<file path="src/msru_consts.svh">
`ifndef MSRU_CONSTS_SVH
`define MSRU_CONSTS_SVH
// register byte offsets
`define MSRU_A_CTRL 8'h00
`define MSRU_A_CFG 8'h04
`define MSRU_A_RDATA 8'h08
`define MSRU_A_STAT 8'h0c
// control register bits
`define MSRU_C_STATRD 0
`define MSRU_C_SRST 1
// config register bits
`define MSRU_F_BYPASS 0
`define MSRU_F_SHAFT 1
`define MSRU_F_SETTLE 2
`define MSRU_F_FINISH 3
`define MSRU_F_MRK_LO 4
`define MSRU_F_MRK_HI 5
// reply data word: byte plus valid flag
`define MSRU_RD_VALID 8
// response lengths and codes
`define MSRU_LEN_STAT 8'h04
`define MSRU_COD_STAT 8'h4d
`define MSRU_LEN_RST 8'h01
`define MSRU_COD_RST 8'hff
`define MSRU_LEN_STOP 8'h06
`define MSRU_COD_STOP 8'he0
`define MSRU_LEN_HOLD 8'h01
`define MSRU_COD_HOLD 8'he2
`define MSRU_LEN_OK 8'h01
`define MSRU_COD_OK 8'he8
`define MSRU_LEN_FAIL 8'h02
`define MSRU_COD_FAIL 8'hf7
`define MSRU_FAIL_FULL 8'h00
`define MSRU_FAIL_TRIG 8'h01
// headers
`define MSRU_HDR_NOTE 8'h23
`define MSRU_HDR_LO 3'b011
`define MSRU_HDR_HI 3'b000
// byte positions inside a frame
`define MSRU_I_HDR 3'h0
`define MSRU_I_LEN 3'h1
`define MSRU_I_COD 3'h2
`define MSRU_I_P0 3'h3
`define MSRU_I_P1 3'h4
`define MSRU_I_P2 3'h5
`define MSRU_I_P3 3'h6
`define MSRU_I_P4 3'h7
`define MSRU_NPEND 6
`define MSRU_CNT_MAX 4'hf
`endif

</file>
<file path="src/msru_pkg.sv">
`default_nettype none
package msru_pkg;
  typedef enum logic [2:0] {
    FR_RST = 3'b000,
    FR_STAT = 3'b001,
    FR_STOP = 3'b010,
    FR_HOLD = 3'b011,
    FR_OK = 3'b100,
    FR_FAIL = 3'b101
  } msru_frame_t;
  typedef enum logic {
    SQ_IDLE = 1'b0,
    SQ_SEND = 1'b1
  } msru_seq_t;
  typedef struct packed {
    logic bypass;
    logic shaft;
    logic settle;
    logic finish;
    logic [1:0] marker;
  } msru_cfg_t;
  typedef struct packed {
    msru_cfg_t cfg;
    logic [3:0] ov_cnt;
    logic [5:0] pend;
    logic [7:0] stop_cause;
    logic [31:0] stop_pos;
    logic [7:0] fail_cause;
    logic [23:0] snap;
    msru_seq_t seq;
    msru_frame_t ft;
    logic [2:0] idx;
    logic ack;
    logic [31:0] dat;
    logic hold;
    logic srst;
  } msru_state_t;
endpackage : msru_pkg
`default_nettype wire

</file>
<file path="src/msru_top.sv">
`timescale 1ns/100ps
`default_nettype none
`include "msru_consts.svh"
// Notes on behaviour
// - status read answers length 04, code 4d, then operation, condition, buffer.
// - operation bit 7 is 0 when run input watched, 1 when ignored.
// - operation bit 6 shows interlock, clears on release or next action.
// - operation bit 4 is 1 while encoder watching is on.
// - operation bit 3 is 1 while in-position watching is on.
// - operation bit 2 is 1 while finish-signal control is used.
// - operation bit 1 flags encoder out of range; undefined when off.
// - operation bit 0 flags outside in-position range; undefined when off.
// - condition bits 5..0: run wait, alarm, constant, ramping, normal, initial.
// - buffer bits 7..4 flag event and override slots occupied.
// - override count rises on registration, falls on execution.
// - software reset restores reset state, then answers length 01 code ff.
// - pulse stop answers length 06 code e0, cause, position MSB first; stops while one is queued share one reply with the latest values.
// - stop cause byte carries a 1 for the cause that applied.
// - start of a run-held operation answers length 01 code e2.
// - successful command buffer store answers length 01 code e8.
// - failed store answers length 02 code f7 and a cause byte.
// - failure cause 00 means buffer full, 01 means triggers in use.
// - watched run input low holds pulse output; unwatched, output proceeds.
module msru_top
  import msru_pkg::*;
(
  input wire logic clk_i,
  input wire logic rst_i,
  input wire logic wb_cyc_i,
  input wire logic wb_stb_i,
  input wire logic wb_we_i,
  input wire logic [7:0] wb_adr_i,
  input wire logic [3:0] wb_sel_i,
  input wire logic [31:0] wb_dat_i,
  output logic [31:0] wb_dat_o,
  output logic wb_ack_o,
  input wire logic interlock_i,
  input wire logic fb_out_i,
  input wire logic settle_exc_i,
  input wire logic [5:0] cond_i,
  input wire logic [3:0] slot_used_i,
  input wire logic ov_reg_i,
  input wire logic ov_exec_i,
  input wire logic stop_i,
  input wire logic [7:0] stop_cause_i,
  input wire logic [31:0] stop_pos_i,
  input wire logic hold_start_i,
  input wire logic reg_ok_i,
  input wire logic reg_fail_i,
  input wire logic fail_full_i,
  input wire logic pulsing_i,
  input wire logic run_in_i,
  output logic pulse_hold_o,
  output logic soft_reset_o
);

  msru_state_t s_r;
  msru_state_t s_nxt;

  // frame length byte per kind
  function automatic logic [7:0] frame_len(input msru_frame_t ft);
    unique case (ft)
      FR_RST: frame_len = `MSRU_LEN_RST;
      FR_STAT: frame_len = `MSRU_LEN_STAT;
      FR_STOP: frame_len = `MSRU_LEN_STOP;
      FR_HOLD: frame_len = `MSRU_LEN_HOLD;
      FR_OK: frame_len = `MSRU_LEN_OK;
      default: frame_len = `MSRU_LEN_FAIL;
    endcase
  endfunction : frame_len

  // response code per kind
  function automatic logic [7:0] frame_code(input msru_frame_t ft);
    unique case (ft)
      FR_RST: frame_code = `MSRU_COD_RST;
      FR_STAT: frame_code = `MSRU_COD_STAT;
      FR_STOP: frame_code = `MSRU_COD_STOP;
      FR_HOLD: frame_code = `MSRU_COD_HOLD;
      FR_OK: frame_code = `MSRU_COD_OK;
      default: frame_code = `MSRU_COD_FAIL;
    endcase
  endfunction : frame_code

  // byte idx of the frame being sent
  function automatic logic [7:0] frame_byte(input msru_state_t s);
    logic unsol;
    unsol = (s.ft == FR_STOP) || (s.ft == FR_HOLD);
    frame_byte = 8'h00;
    unique case (s.idx)
      `MSRU_I_HDR: begin
        // notifications carry their own fixed header
        frame_byte = unsol ? `MSRU_HDR_NOTE :
          {`MSRU_HDR_HI, s.cfg.marker, `MSRU_HDR_LO};
      end
      `MSRU_I_LEN: frame_byte = frame_len(s.ft);
      `MSRU_I_COD: frame_byte = frame_code(s.ft);
      `MSRU_I_P0: begin
        if (s.ft == FR_STAT) begin
          frame_byte = s.snap[23:16];
        end else if (s.ft == FR_STOP) begin
          frame_byte = s.stop_cause;
        end else begin
          frame_byte = s.fail_cause;
        end
      end
      `MSRU_I_P1: begin
        frame_byte = (s.ft == FR_STAT) ? s.snap[15:8] : s.stop_pos[31:24];
      end
      `MSRU_I_P2: begin
        frame_byte = (s.ft == FR_STAT) ? s.snap[7:0] : s.stop_pos[23:16];
      end
      `MSRU_I_P3: frame_byte = s.stop_pos[15:8];
      `MSRU_I_P4: frame_byte = s.stop_pos[7:0];
    endcase
  endfunction : frame_byte

  // live status bytes: operation, condition, buffer
  logic [23:0] live_stat;
  always_comb begin
    live_stat[23] = s_r.cfg.bypass;
    live_stat[22] = interlock_i;
    live_stat[21] = 1'b0;
    live_stat[20] = s_r.cfg.shaft;
    live_stat[19] = s_r.cfg.settle;
    live_stat[18] = s_r.cfg.finish;
    // undefined range flags forced low while watching is off
    live_stat[17] = fb_out_i & s_r.cfg.shaft;
    live_stat[16] = settle_exc_i & s_r.cfg.settle;
    live_stat[15:8] = {2'b00, cond_i};
    live_stat[7:0] = {slot_used_i, s_r.ov_cnt};
  end

  logic req;
  logic [7:0] last_idx;
  assign req = wb_cyc_i & wb_stb_i & ~s_r.ack;
  assign last_idx = frame_len(s_r.ft) + 8'h01;

  // next state of the whole block
  always_comb begin
    logic [5:0] set;
    logic [2:0] pick;
    logic have;
    logic rd_pop;
    logic do_srst;
    s_nxt = s_r;
    set = 6'h00;
    pick = 3'h0;
    have = 1'b0;
    rd_pop = 1'b0;
    do_srst = 1'b0;
    s_nxt.ack = 1'b0;
    s_nxt.srst = 1'b0;

    // wishbone slave: one-cycle ack per request
    if (req) begin
      s_nxt.ack = 1'b1;
      s_nxt.dat = 32'h0;
      if (wb_we_i) begin
        if (wb_adr_i == `MSRU_A_CTRL && wb_sel_i[0]) begin
          set[FR_STAT] = wb_dat_i[`MSRU_C_STATRD];
          do_srst = wb_dat_i[`MSRU_C_SRST];
        end
        if (wb_adr_i == `MSRU_A_CFG && wb_sel_i[0]) begin
          s_nxt.cfg.bypass = wb_dat_i[`MSRU_F_BYPASS];
          s_nxt.cfg.shaft = wb_dat_i[`MSRU_F_SHAFT];
          s_nxt.cfg.settle = wb_dat_i[`MSRU_F_SETTLE];
          s_nxt.cfg.finish = wb_dat_i[`MSRU_F_FINISH];
          s_nxt.cfg.marker =
            wb_dat_i[`MSRU_F_MRK_HI:`MSRU_F_MRK_LO];
        end
      end else begin
        unique case (wb_adr_i)
          `MSRU_A_CFG: begin
            s_nxt.dat[`MSRU_F_MRK_HI:0] = s_r.cfg;
          end
          `MSRU_A_RDATA: begin
            // each read hands out the next reply byte once
            if (s_r.seq == SQ_SEND) begin
              s_nxt.dat[7:0] = frame_byte(s_r);
              s_nxt.dat[`MSRU_RD_VALID] = 1'b1;
              rd_pop = 1'b1;
            end
          end
          `MSRU_A_STAT: s_nxt.dat[23:0] = live_stat;
          default: s_nxt.dat = 32'h0;
        endcase
      end
    end

    if (ov_reg_i && !ov_exec_i && s_r.ov_cnt != `MSRU_CNT_MAX) begin
      s_nxt.ov_cnt = s_r.ov_cnt + 4'h1;
    end else if (ov_exec_i && !ov_reg_i && s_r.ov_cnt != 4'h0) begin
      s_nxt.ov_cnt = s_r.ov_cnt - 4'h1;
    end

    // capture cause and position at the stop
    if (stop_i) begin
      s_nxt.stop_cause = stop_cause_i;
      s_nxt.stop_pos = stop_pos_i;
    end
    if (reg_fail_i) begin
      s_nxt.fail_cause = fail_full_i ? `MSRU_FAIL_FULL : `MSRU_FAIL_TRIG;
    end
    set[FR_STOP] = stop_i;
    set[FR_HOLD] = hold_start_i;
    set[FR_OK] = reg_ok_i;
    set[FR_FAIL] = reg_fail_i;
    // done reply one cycle after the reset pulse
    set[FR_RST] = s_r.srst;

    // sequencer: advance on pop, pick lowest pending kind when idle
    if (rd_pop) begin
      if ({5'h00, s_r.idx} == last_idx) begin
        s_nxt.seq = SQ_IDLE;
        s_nxt.idx = 3'h0;
      end else begin
        s_nxt.idx = s_r.idx + 3'h1;
      end
    end
    if (s_r.seq == SQ_IDLE) begin
      for (int i = `MSRU_NPEND - 1; i >= 0; i--) begin
        if (s_r.pend[i]) begin
          pick = 3'(i);
          have = 1'b1;
        end
      end
      if (have) begin
        s_nxt.seq = SQ_SEND;
        s_nxt.ft = msru_frame_t'(pick);
        s_nxt.idx = 3'h0;
        s_nxt.pend[pick] = 1'b0;
        // status bytes frozen for the whole reply
        if (msru_frame_t'(pick) == FR_STAT) begin
          s_nxt.snap = live_stat;
        end
      end
    end
    // new events win over the clear of a taken kind
    s_nxt.pend = s_nxt.pend | set;

    // hold pulses while watched run input is low
    s_nxt.hold = pulsing_i & ~s_nxt.cfg.bypass & ~run_in_i;

    // software reset, same as power-up; bus answer still given
    if (do_srst) begin
      s_nxt = '0;
      s_nxt.ack = 1'b1;
      s_nxt.srst = 1'b1;
    end
  end

  // single register of the whole state
  always_ff @(posedge clk_i) begin
    if (rst_i) begin
      s_r <= '0;
    end else begin
      s_r <= s_nxt;
    end
  end

  assign wb_dat_o = s_r.dat;
  assign wb_ack_o = s_r.ack;
  assign pulse_hold_o = s_r.hold;
  assign soft_reset_o = s_r.srst;

  // helpers for checks
  logic rd_data;
  assign rd_data = req && !wb_we_i && wb_adr_i == `MSRU_A_RDATA;
endmodule : msru_top
`default_nettype wire

</file>
<file path="config.mk">
export PLATFORM = sky130hd
export DESIGN_NAME = msru_top
export DESIGN_NICKNAME = d
export VERILOG_FILES = /design/src/msru_pkg.sv /design/src/msru_top.sv
export VERILOG_INCLUDE_DIRS = /design/src
export SDC_FILE = /design/constraint.sdc
export NUM_CORES = 1
export LEC_CHECK = 0
export BUFFER_PORTS_ARGS = -buffer_cell sky130_fd_sc_hd__buf_2
export CORE_MARGIN = 2
export CORE_UTILIZATION = 53
export CTS_CLUSTER_SIZE = 30
export DETAILED_ROUTE_END_ITERATION = 10
export GPL_ROUTABILITY_DRIVEN = 0
export PLACE_DENSITY = 0.81
export SLEW_MARGIN = 20
export SYNTH_ARGS = -nofsm -noshare
export SYNTH_HDL_FRONTEND = slang
export SYNTH_SLANG_ARGS = --single-unit
</file>
<file path="constraint.sdc">
create_clock -name clk_i -period 2.4 [get_ports clk_i]
set_input_delay 0.36 -clock clk_i [delete_from_list [all_inputs] [get_ports clk_i]]
set_output_delay 0.36 -clock clk_i [all_outputs]
set_load 0.1 [all_outputs]
</file>
==> flow_summary.ini, run 1 <==
[power_and_ir_drop]
power.combinational.fraction_pct = 14.2
power.share.switching_pct = 29.9
seq_power_share_pct = 55.2
internal-power_mw = 2.47
p_leak_nw = 2.49
vdd.ir_drop.worst_v = 0.000317
clock_power_share_pct = 30.7
p_per_area_nw_per_um2 = 589
power.net_switching_mw = 1.05

[timing]
finalCriticalPeriod_ns = 2.17
skew_ns = 0.0146
tightest_slew_ns = 0.722
finalCritPeriodShare_pct = 90.3
fin_worst_hold_slack_ns = 0.146
drv_slew = 0
grt_setup_unrepaired = false
achievable-frequency_ghz = 0.461
slew_headroom_pct = 51.9
final-hold-violation-count = 0
postLayoutSetupSlackWorst_ns = 0.232
report.final.setup_viol = 0
tns_ns = 0

[floorplan]
floorplan.core_area_um2 = 9770
dieArea_um2 = 10900
die_height_um = 105
io_pins = 146
initial_core_util_pct = 54.8
floorplan.die.width_um = 105
rows = 36

[detailed_routing]
detail_route.iter0.violations = 393
drt_pass1_iterations = 8
routed_wl_um = 13600
avgViaCountPerCell = 5.74
antenna_left = 0
drt-wirelength-per-cell_um = 16.2
post-route-drc-count = 0
routed-via-count = 4820

[clock_tree]
cts_setup_buffers = 0
clock-root-buffer = clkbuf_8
post_cts_resized = 0
clk_sink_count = 109
cts_buffers = 9
clk-insertion-delay-late_ns = 0.38
cts.htree.levels = 3
clkTransAtPathRegs_ns = 0.11
cts-root-to-sink-buffers = 2
cts_tree = done
hold_buffers = 0

[finish]
most_frequent_standard_cell_in_the_layout_excluding_fill_and_tap_cells = dfxtp_1
layout-area-overhead-vs-synth_pct = 11.7
layout-drive-gt1-share_pct = 20.5
sequential_cell_area_um2 = 2180
multi_input_area_um2 = 2740
layoutNonFillerInstCount = 840
antenna_cells = 0
layout.nets = 822
fill_cells = 874
layout_common_cells = dfxtp_1, buf_2, nand2_1

[critical_path]
cell_type_with_the_highest_occurrence_count_on_the_critical_path = nand2_1
path_cells = inv_1, ha_1, nand2_1, nand2_1, nand3_1, nor4bb_1, o21ai_0
crit_family = simple AND/OR/NAND/NOR gates
timing_worst_setup_path_type = flip-flop to flip-flop
delay_of_the_slowest_critical_path_stage_ns = 0.44
worstPathArrival_ns = 2.43
critPathMaxFanout = 10
worst_setup_path_start_kind = flip-flop
critical_path_required_ns = 2.66
cp-end-kind = flip-flop
critPathSlowestCell = ha_1
worstPathBufferInverterCount = 1

[placement]
place_inst = 824
dp_slack_ns = 0.335
buffer_ports.inserted = 105
hpwlAfterDp_um = 10200

[synthesis]
synth_edf_count = 0
syn_area_um2 = 5360
synthesis.instances = 634
register_bit_total_from_synthesis = 109
synth_sequential_area_ratio_pct = 40.7
postSynth.topFlopCell = dfxtp_1
synthesis.yosys.warnings = 0
syn_area_per_cell_um2 = 8.45
synth.lib_cells_used.distinct = 60
asyncSetResetFlopFracSynth_pct = 0

[min_path]
worst_hold_path_type = primary input to flip-flop

[global_routing]
global_route_wire_length_before_repair_um = 21900
gr-usage-all-layers_pct = 24.9
grt_antenna_before_repair = 0
grt_pass1_vias = 4510
grt_start_max_net_pins = 66
globalRouteOverflowTotal = 0

[run]
max_cap_viol_count = 0

[run_status]
run_status = completed
==> cell usage after synthesis, drive strengths merged, types with 2 or more instances <==
| master | count | area share [%] |
|---|---|---|
| a221oi | 3 | 0.49 |
| o21a | 2 | 0.28 |
| nor2b | 5 | 0.58 |
| o22ai | 2 | 0.23 |
| a21oi | 57 | 5.3 |
| dfxtp | 109 | 41 |
| clkbuf | 22 | 1.5 |
| buf | 52 | 6.7 |
| and3 | 3 | 0.35 |
| nor4 | 4 | 0.75 |
| nand2b | 7 | 0.82 |
| nand3 | 20 | 1.9 |
| a22oi | 17 | 2.4 |
| nand2 | 79 | 5.5 |
| inv | 11 | 0.77 |
| a21boi | 2 | 0.28 |
| o31ai | 2 | 0.54 |
| a32oi | 12 | 2.0 |
| nand3b | 5 | 0.70 |
| mux2i | 49 | 9.2 |
| o41ai | 2 | 0.33 |
| and3b | 3 | 0.49 |
| and2 | 4 | 0.47 |
| nand4 | 8 | 1.1 |
| nor2 | 78 | 5.5 |
| xnor2 | 3 | 0.49 |
| nor3 | 3 | 0.37 |
| or3 | 4 | 0.47 |
| o21bai | 2 | 0.28 |
| o221ai | 5 | 0.82 |
| ha | 8 | 1.9 |
| a211oi | 9 | 1.3 |
| o21ai | 19 | 1.8 |
| o211ai | 3 | 0.42 |
| o32ai | 2 | 0.33 |
==> per-stage QoR <==
step	utilization (%)	cell area, um2	total power, mW
after global placement	59.3	5800	2.46
after global routing	61.2	5980	3.68
after CTS	61.2	5980	3.53
final	61.2	5980	3.52
after floorplan	-	5400	2.34
after detailed placement	59.3	5800	2.48
==> power by group through the flow <==
stage	sequential, mW	combinational, mW	clock [mW]
after global routing	1.95	0.544	1.19
after detailed placement	1.98	0.496	0
after floorplan	1.97	0.370	0
final	1.94	0.499	1.08
after CTS	1.94	0.498	1.09
after global placement	1.98	0.479	0
==> cell type report <==
cell class                 count  share of cell area [%]
clock inverter                 7                    1.09
multi-input combinational    450                    45.7
inverter                      11                   0.690
sequential                   109                    36.5
timing repair buffer         121                    11.2
tap                          133                    2.78
clock buffer                   9                    2.07
==> kinds of logic after synthesis <==
| family | share of synthesized area (%) |
|---|---|
| and+or+nand+nor | 20.0 |
| AOI/OAI and AO/OA | 18.1 |
| buffers and inverters | 9.04 |
| xor gates and xnor gates | 0.490 |
| adders and majority gates | 2.24 |
| other | 0.0700 |
| DFF | 40.7 |
| muxes | 9.36 |
==> metal layers <==
| metal | track usage [%] | part of all wire, % |
|---|---|---|
| met5 | 0 | 0 |
| met4 | 10.0 | 2.7 |
| met3 | 4.93 | 7.5 |
| met2 | 41.5 | 48 |
| met1 | 31.7 | 42 |
==> flip-flops by register name (all words and copies together), names as in the netlist <==
signal / cells
live_stat: 8
pulse_hold_o: 1
s_r: 77
soft_reset_o: 1
wb_ack_o: 1
wb_dat_o: 21
==> path summary, 6_finish.rpt <==
check	start	endpoint	slack, ns	cells after the start
min reg2reg	wb_dat_o[20]$_SDFFE_PP0P_	wb_dat_o[20]$_SDFFE_PP0P_	0.46	2
min	fail_full_i	s_r[66]$_SDFFE_PP0P_	0.15	2
max reg2reg	s_r[35]$_SDFF_PP0_	wb_dat_o[0]$_SDFFE_PP0P_	0.23	7
max	s_r[35]$_SDFF_PP0_	wb_dat_o[0]$_SDFFE_PP0P_	0.23	7
Note: power is estimated with default switching activity, not from simulation.
==> run 2, diff against run 1 <==
--- a/config.mk
+++ b/config.mk
@@ -7,12 +7,14 @@
 export NUM_CORES = 1
 export LEC_CHECK = 0
 export BUFFER_PORTS_ARGS = -buffer_cell sky130_fd_sc_hd__buf_2
+export CELL_PAD_IN_SITES_DETAIL_PLACEMENT = 1
+export CELL_PAD_IN_SITES_GLOBAL_PLACEMENT = 2
 export CORE_MARGIN = 2
-export CORE_UTILIZATION = 53
+export CORE_UTILIZATION = 30
 export CTS_CLUSTER_SIZE = 30
 export DETAILED_ROUTE_END_ITERATION = 10
 export GPL_ROUTABILITY_DRIVEN = 0
-export PLACE_DENSITY = 0.81
+export PLACE_DENSITY_LB_ADDON = 0.1
 export SLEW_MARGIN = 20
 export SYNTH_ARGS = -nofsm -noshare
 export SYNTH_HDL_FRONTEND = slang
==> flow_summary.ini, run 2 (synthesis gave the netlist of run 1 again) <==
[floorplan]
initial_core_util_pct = 30.9
rows = 48
die_height_um = 138
io_pins = 146
floorplan.die.width_um = 138
floorplan.core_area_um2 = 17400
dieArea_um2 = 18900

[min_path]
worst_hold_path_type = primary input to flip-flop

[timing]
finalCriticalPeriod_ns = 2.21
finalCritPeriodShare_pct = 92.1
final-hold-violation-count = 0
report.final.setup_viol = 0
tightest_slew_ns = 0.780
slew_headroom_pct = 48.0
achievable-frequency_ghz = 0.452
postLayoutSetupSlackWorst_ns = 0.188
drv_slew = 0
grt_setup_unrepaired = false
skew_ns = 0.0161

[clock_tree]
clk_sink_count = 109
cts_setup_buffers = 0
cts.htree.levels = 3
hold_buffers = 0
clock-root-buffer = clkbuf_16
clkTransAtPathRegs_ns = 0.08
cts_buffers = 9
cts_tree = done
clk-insertion-delay-late_ns = 0.37
cts-root-to-sink-buffers = 2

[finish]
layout_common_cells = dfxtp_1, buf_2, nand2_1
layout.nets = 835
most_frequent_standard_cell_in_the_layout_excluding_fill_and_tap_cells = dfxtp_1
largest_register_ff_count = 77
antenna_cells = 0
layout-drive-gt1-share_pct = 22.4
largest_register = s_r
fill_cells = 2085
layout-area-overhead-vs-synth_pct = 18.1

[power_and_ir_drop]
power.combinational.fraction_pct = 13.2
power.share.switching_pct = 27.7
p_leak_nw = 2.61
p_per_area_nw_per_um2 = 640
power.net_switching_mw = 1.12
clock_power_share_pct = 39.0
total_power_mw = 4.05
seq_power_share_pct = 47.8
vdd.ir_drop.worst_v = 0.000437
internal-power_mw = 2.93

[run_status]
run_status = completed

[placement]
dp_slack_ns = -0.00259
hpwlAfterDp_um = 13000
buffer_ports.inserted = 105

[global_routing]
global_route_wire_length_before_repair_um = 26200
grt_pass1_vias = 4756
globalRouteOverflowTotal = 0
grt_antenna_before_repair = 0
gr-usage-all-layers_pct = 18.3
grt_start_max_net_pins = 71

[critical_path]
timing_worst_setup_path_type = flip-flop to flip-flop
worst_setup_path_start_kind = flip-flop
delay_of_the_slowest_critical_path_stage_ns = 0.44
cp-end-kind = flip-flop
path_cells = ha_1, ha_1, nor4_1, buf_4, nand2_1, nand3_1, nor4bb_2, buf_4, o21ai_0
worstPathBufferInverterCount = 2
worstPathArrival_ns = 2.46
critical_path_required_ns = 2.65
crit_family = simple AND/OR/NAND/NOR gates
critPathSlowestCell = dfxtp_1
critPathMaxFanout = 6

[run]
max_cap_viol_count = 0

[detailed_routing]
routed-via-count = 4756
avgViaCountPerCell = 5.03
drt_pass1_iterations = 4
routed_wl_um = 17000
drt-wirelength-per-cell_um = 17.9
post-route-drc-count = 0
detail_route.iter0.violations = 212
antenna_left = 0
[run 2: through the flow]
| stage | hold WS, ns | instances | util, % | cell area, um2 | setup TNS, ns |
|---|---|---|---|---|---|
| after global placement | 0.444 | 929 | 34.6 | 6010 | 0 |
| after floorplan | 0.432 | 644 | - | 5400 | 0 |
| final | 0.169 | 945 | 36.5 | 6330 | 0 |
| after detailed placement | 0.449 | 929 | 34.6 | 6010 | -0.00259 |
| after global routing | 0.175 | 945 | 36.5 | 6330 | 0 |
| after CTS | 0.161 | 945 | 36.4 | 6320 | 0 |
[run 2: repair_timing]
item,CTS,global route
setup endpoints to repair,1,1
resized for setup,1,2
hold endpoints to repair,0,0
[run 2: worst reg2reg max path, delay by kind of cell, from the launching register on]
kind / cells / cell delay [ns]
DFF: 1 / 0.44
AOI/OAI and AO/OA: 1 / 0.08
buffers and inverters: 2 / 0.34
and+or+nand+nor: 4 / 0.80
adders and majority gates: 2 / 0.45
[run 2: cell type report]
| type | instances | area [um2] | area share, % |
|---|---|---|---|
| Multi-Input combinational cell | 450 | 2750 | 43.4 |
| Sequential cell | 109 | 2180 | 34.5 |
| Timing Repair Buffer | 134 | 768 | 12.1 |
| Tap cell | 225 | 282 | 4.45 |
| Clock buffer | 10 | 239 | 3.78 |
| Clock inverter | 6 | 68.8 | 1.09 |
| Inverter | 11 | 41.3 | 0.653 |
[run 2: path summary, 6_finish.rpt]
kind                        startpoint                         to  slack, ns  cells after the start
min reg2reg  wb_dat_o[20]$_SDFFE_PP0P_  wb_dat_o[20]$_SDFFE_PP0P_       0.45                      2
max reg2reg         s_r[36]$_SDFF_PP0_   wb_dat_o[0]$_SDFFE_PP0P_       0.19                      9
min                        fail_full_i       s_r[66]$_SDFFE_PP0P_       0.17                      2
max                 s_r[36]$_SDFF_PP0_   wb_dat_o[0]$_SDFFE_PP0P_       0.19                      9
[run 2: per-layer routing]
metal | vias to the layer above | track usage (%) | wire [um] | part of all wire [%]
met2 | 84 | 30.9 | 8250 | 49
li1 | 2355 | - | - | -
met5 | - | 0 | 0 | 0
met3 | 14 | 2.28 | 681 | 4.0
met4 | 0 | 5.33 | 245 | 1.4
met1 | 2303 | 24.4 | 7780 | 46
[run 2: power by group through the flow]
stage	Sequential (mW)	Clock (mW)	Combinational, mW
2_1_floorplan	1.97	0	0.370
3_3_place_gp	1.98	0	0.527
3_5_place_dp	1.98	0	0.540
4_1_cts	1.94	1.62	0.542
5_1_grt	1.95	1.69	0.589
6_report	1.94	1.58	0.535
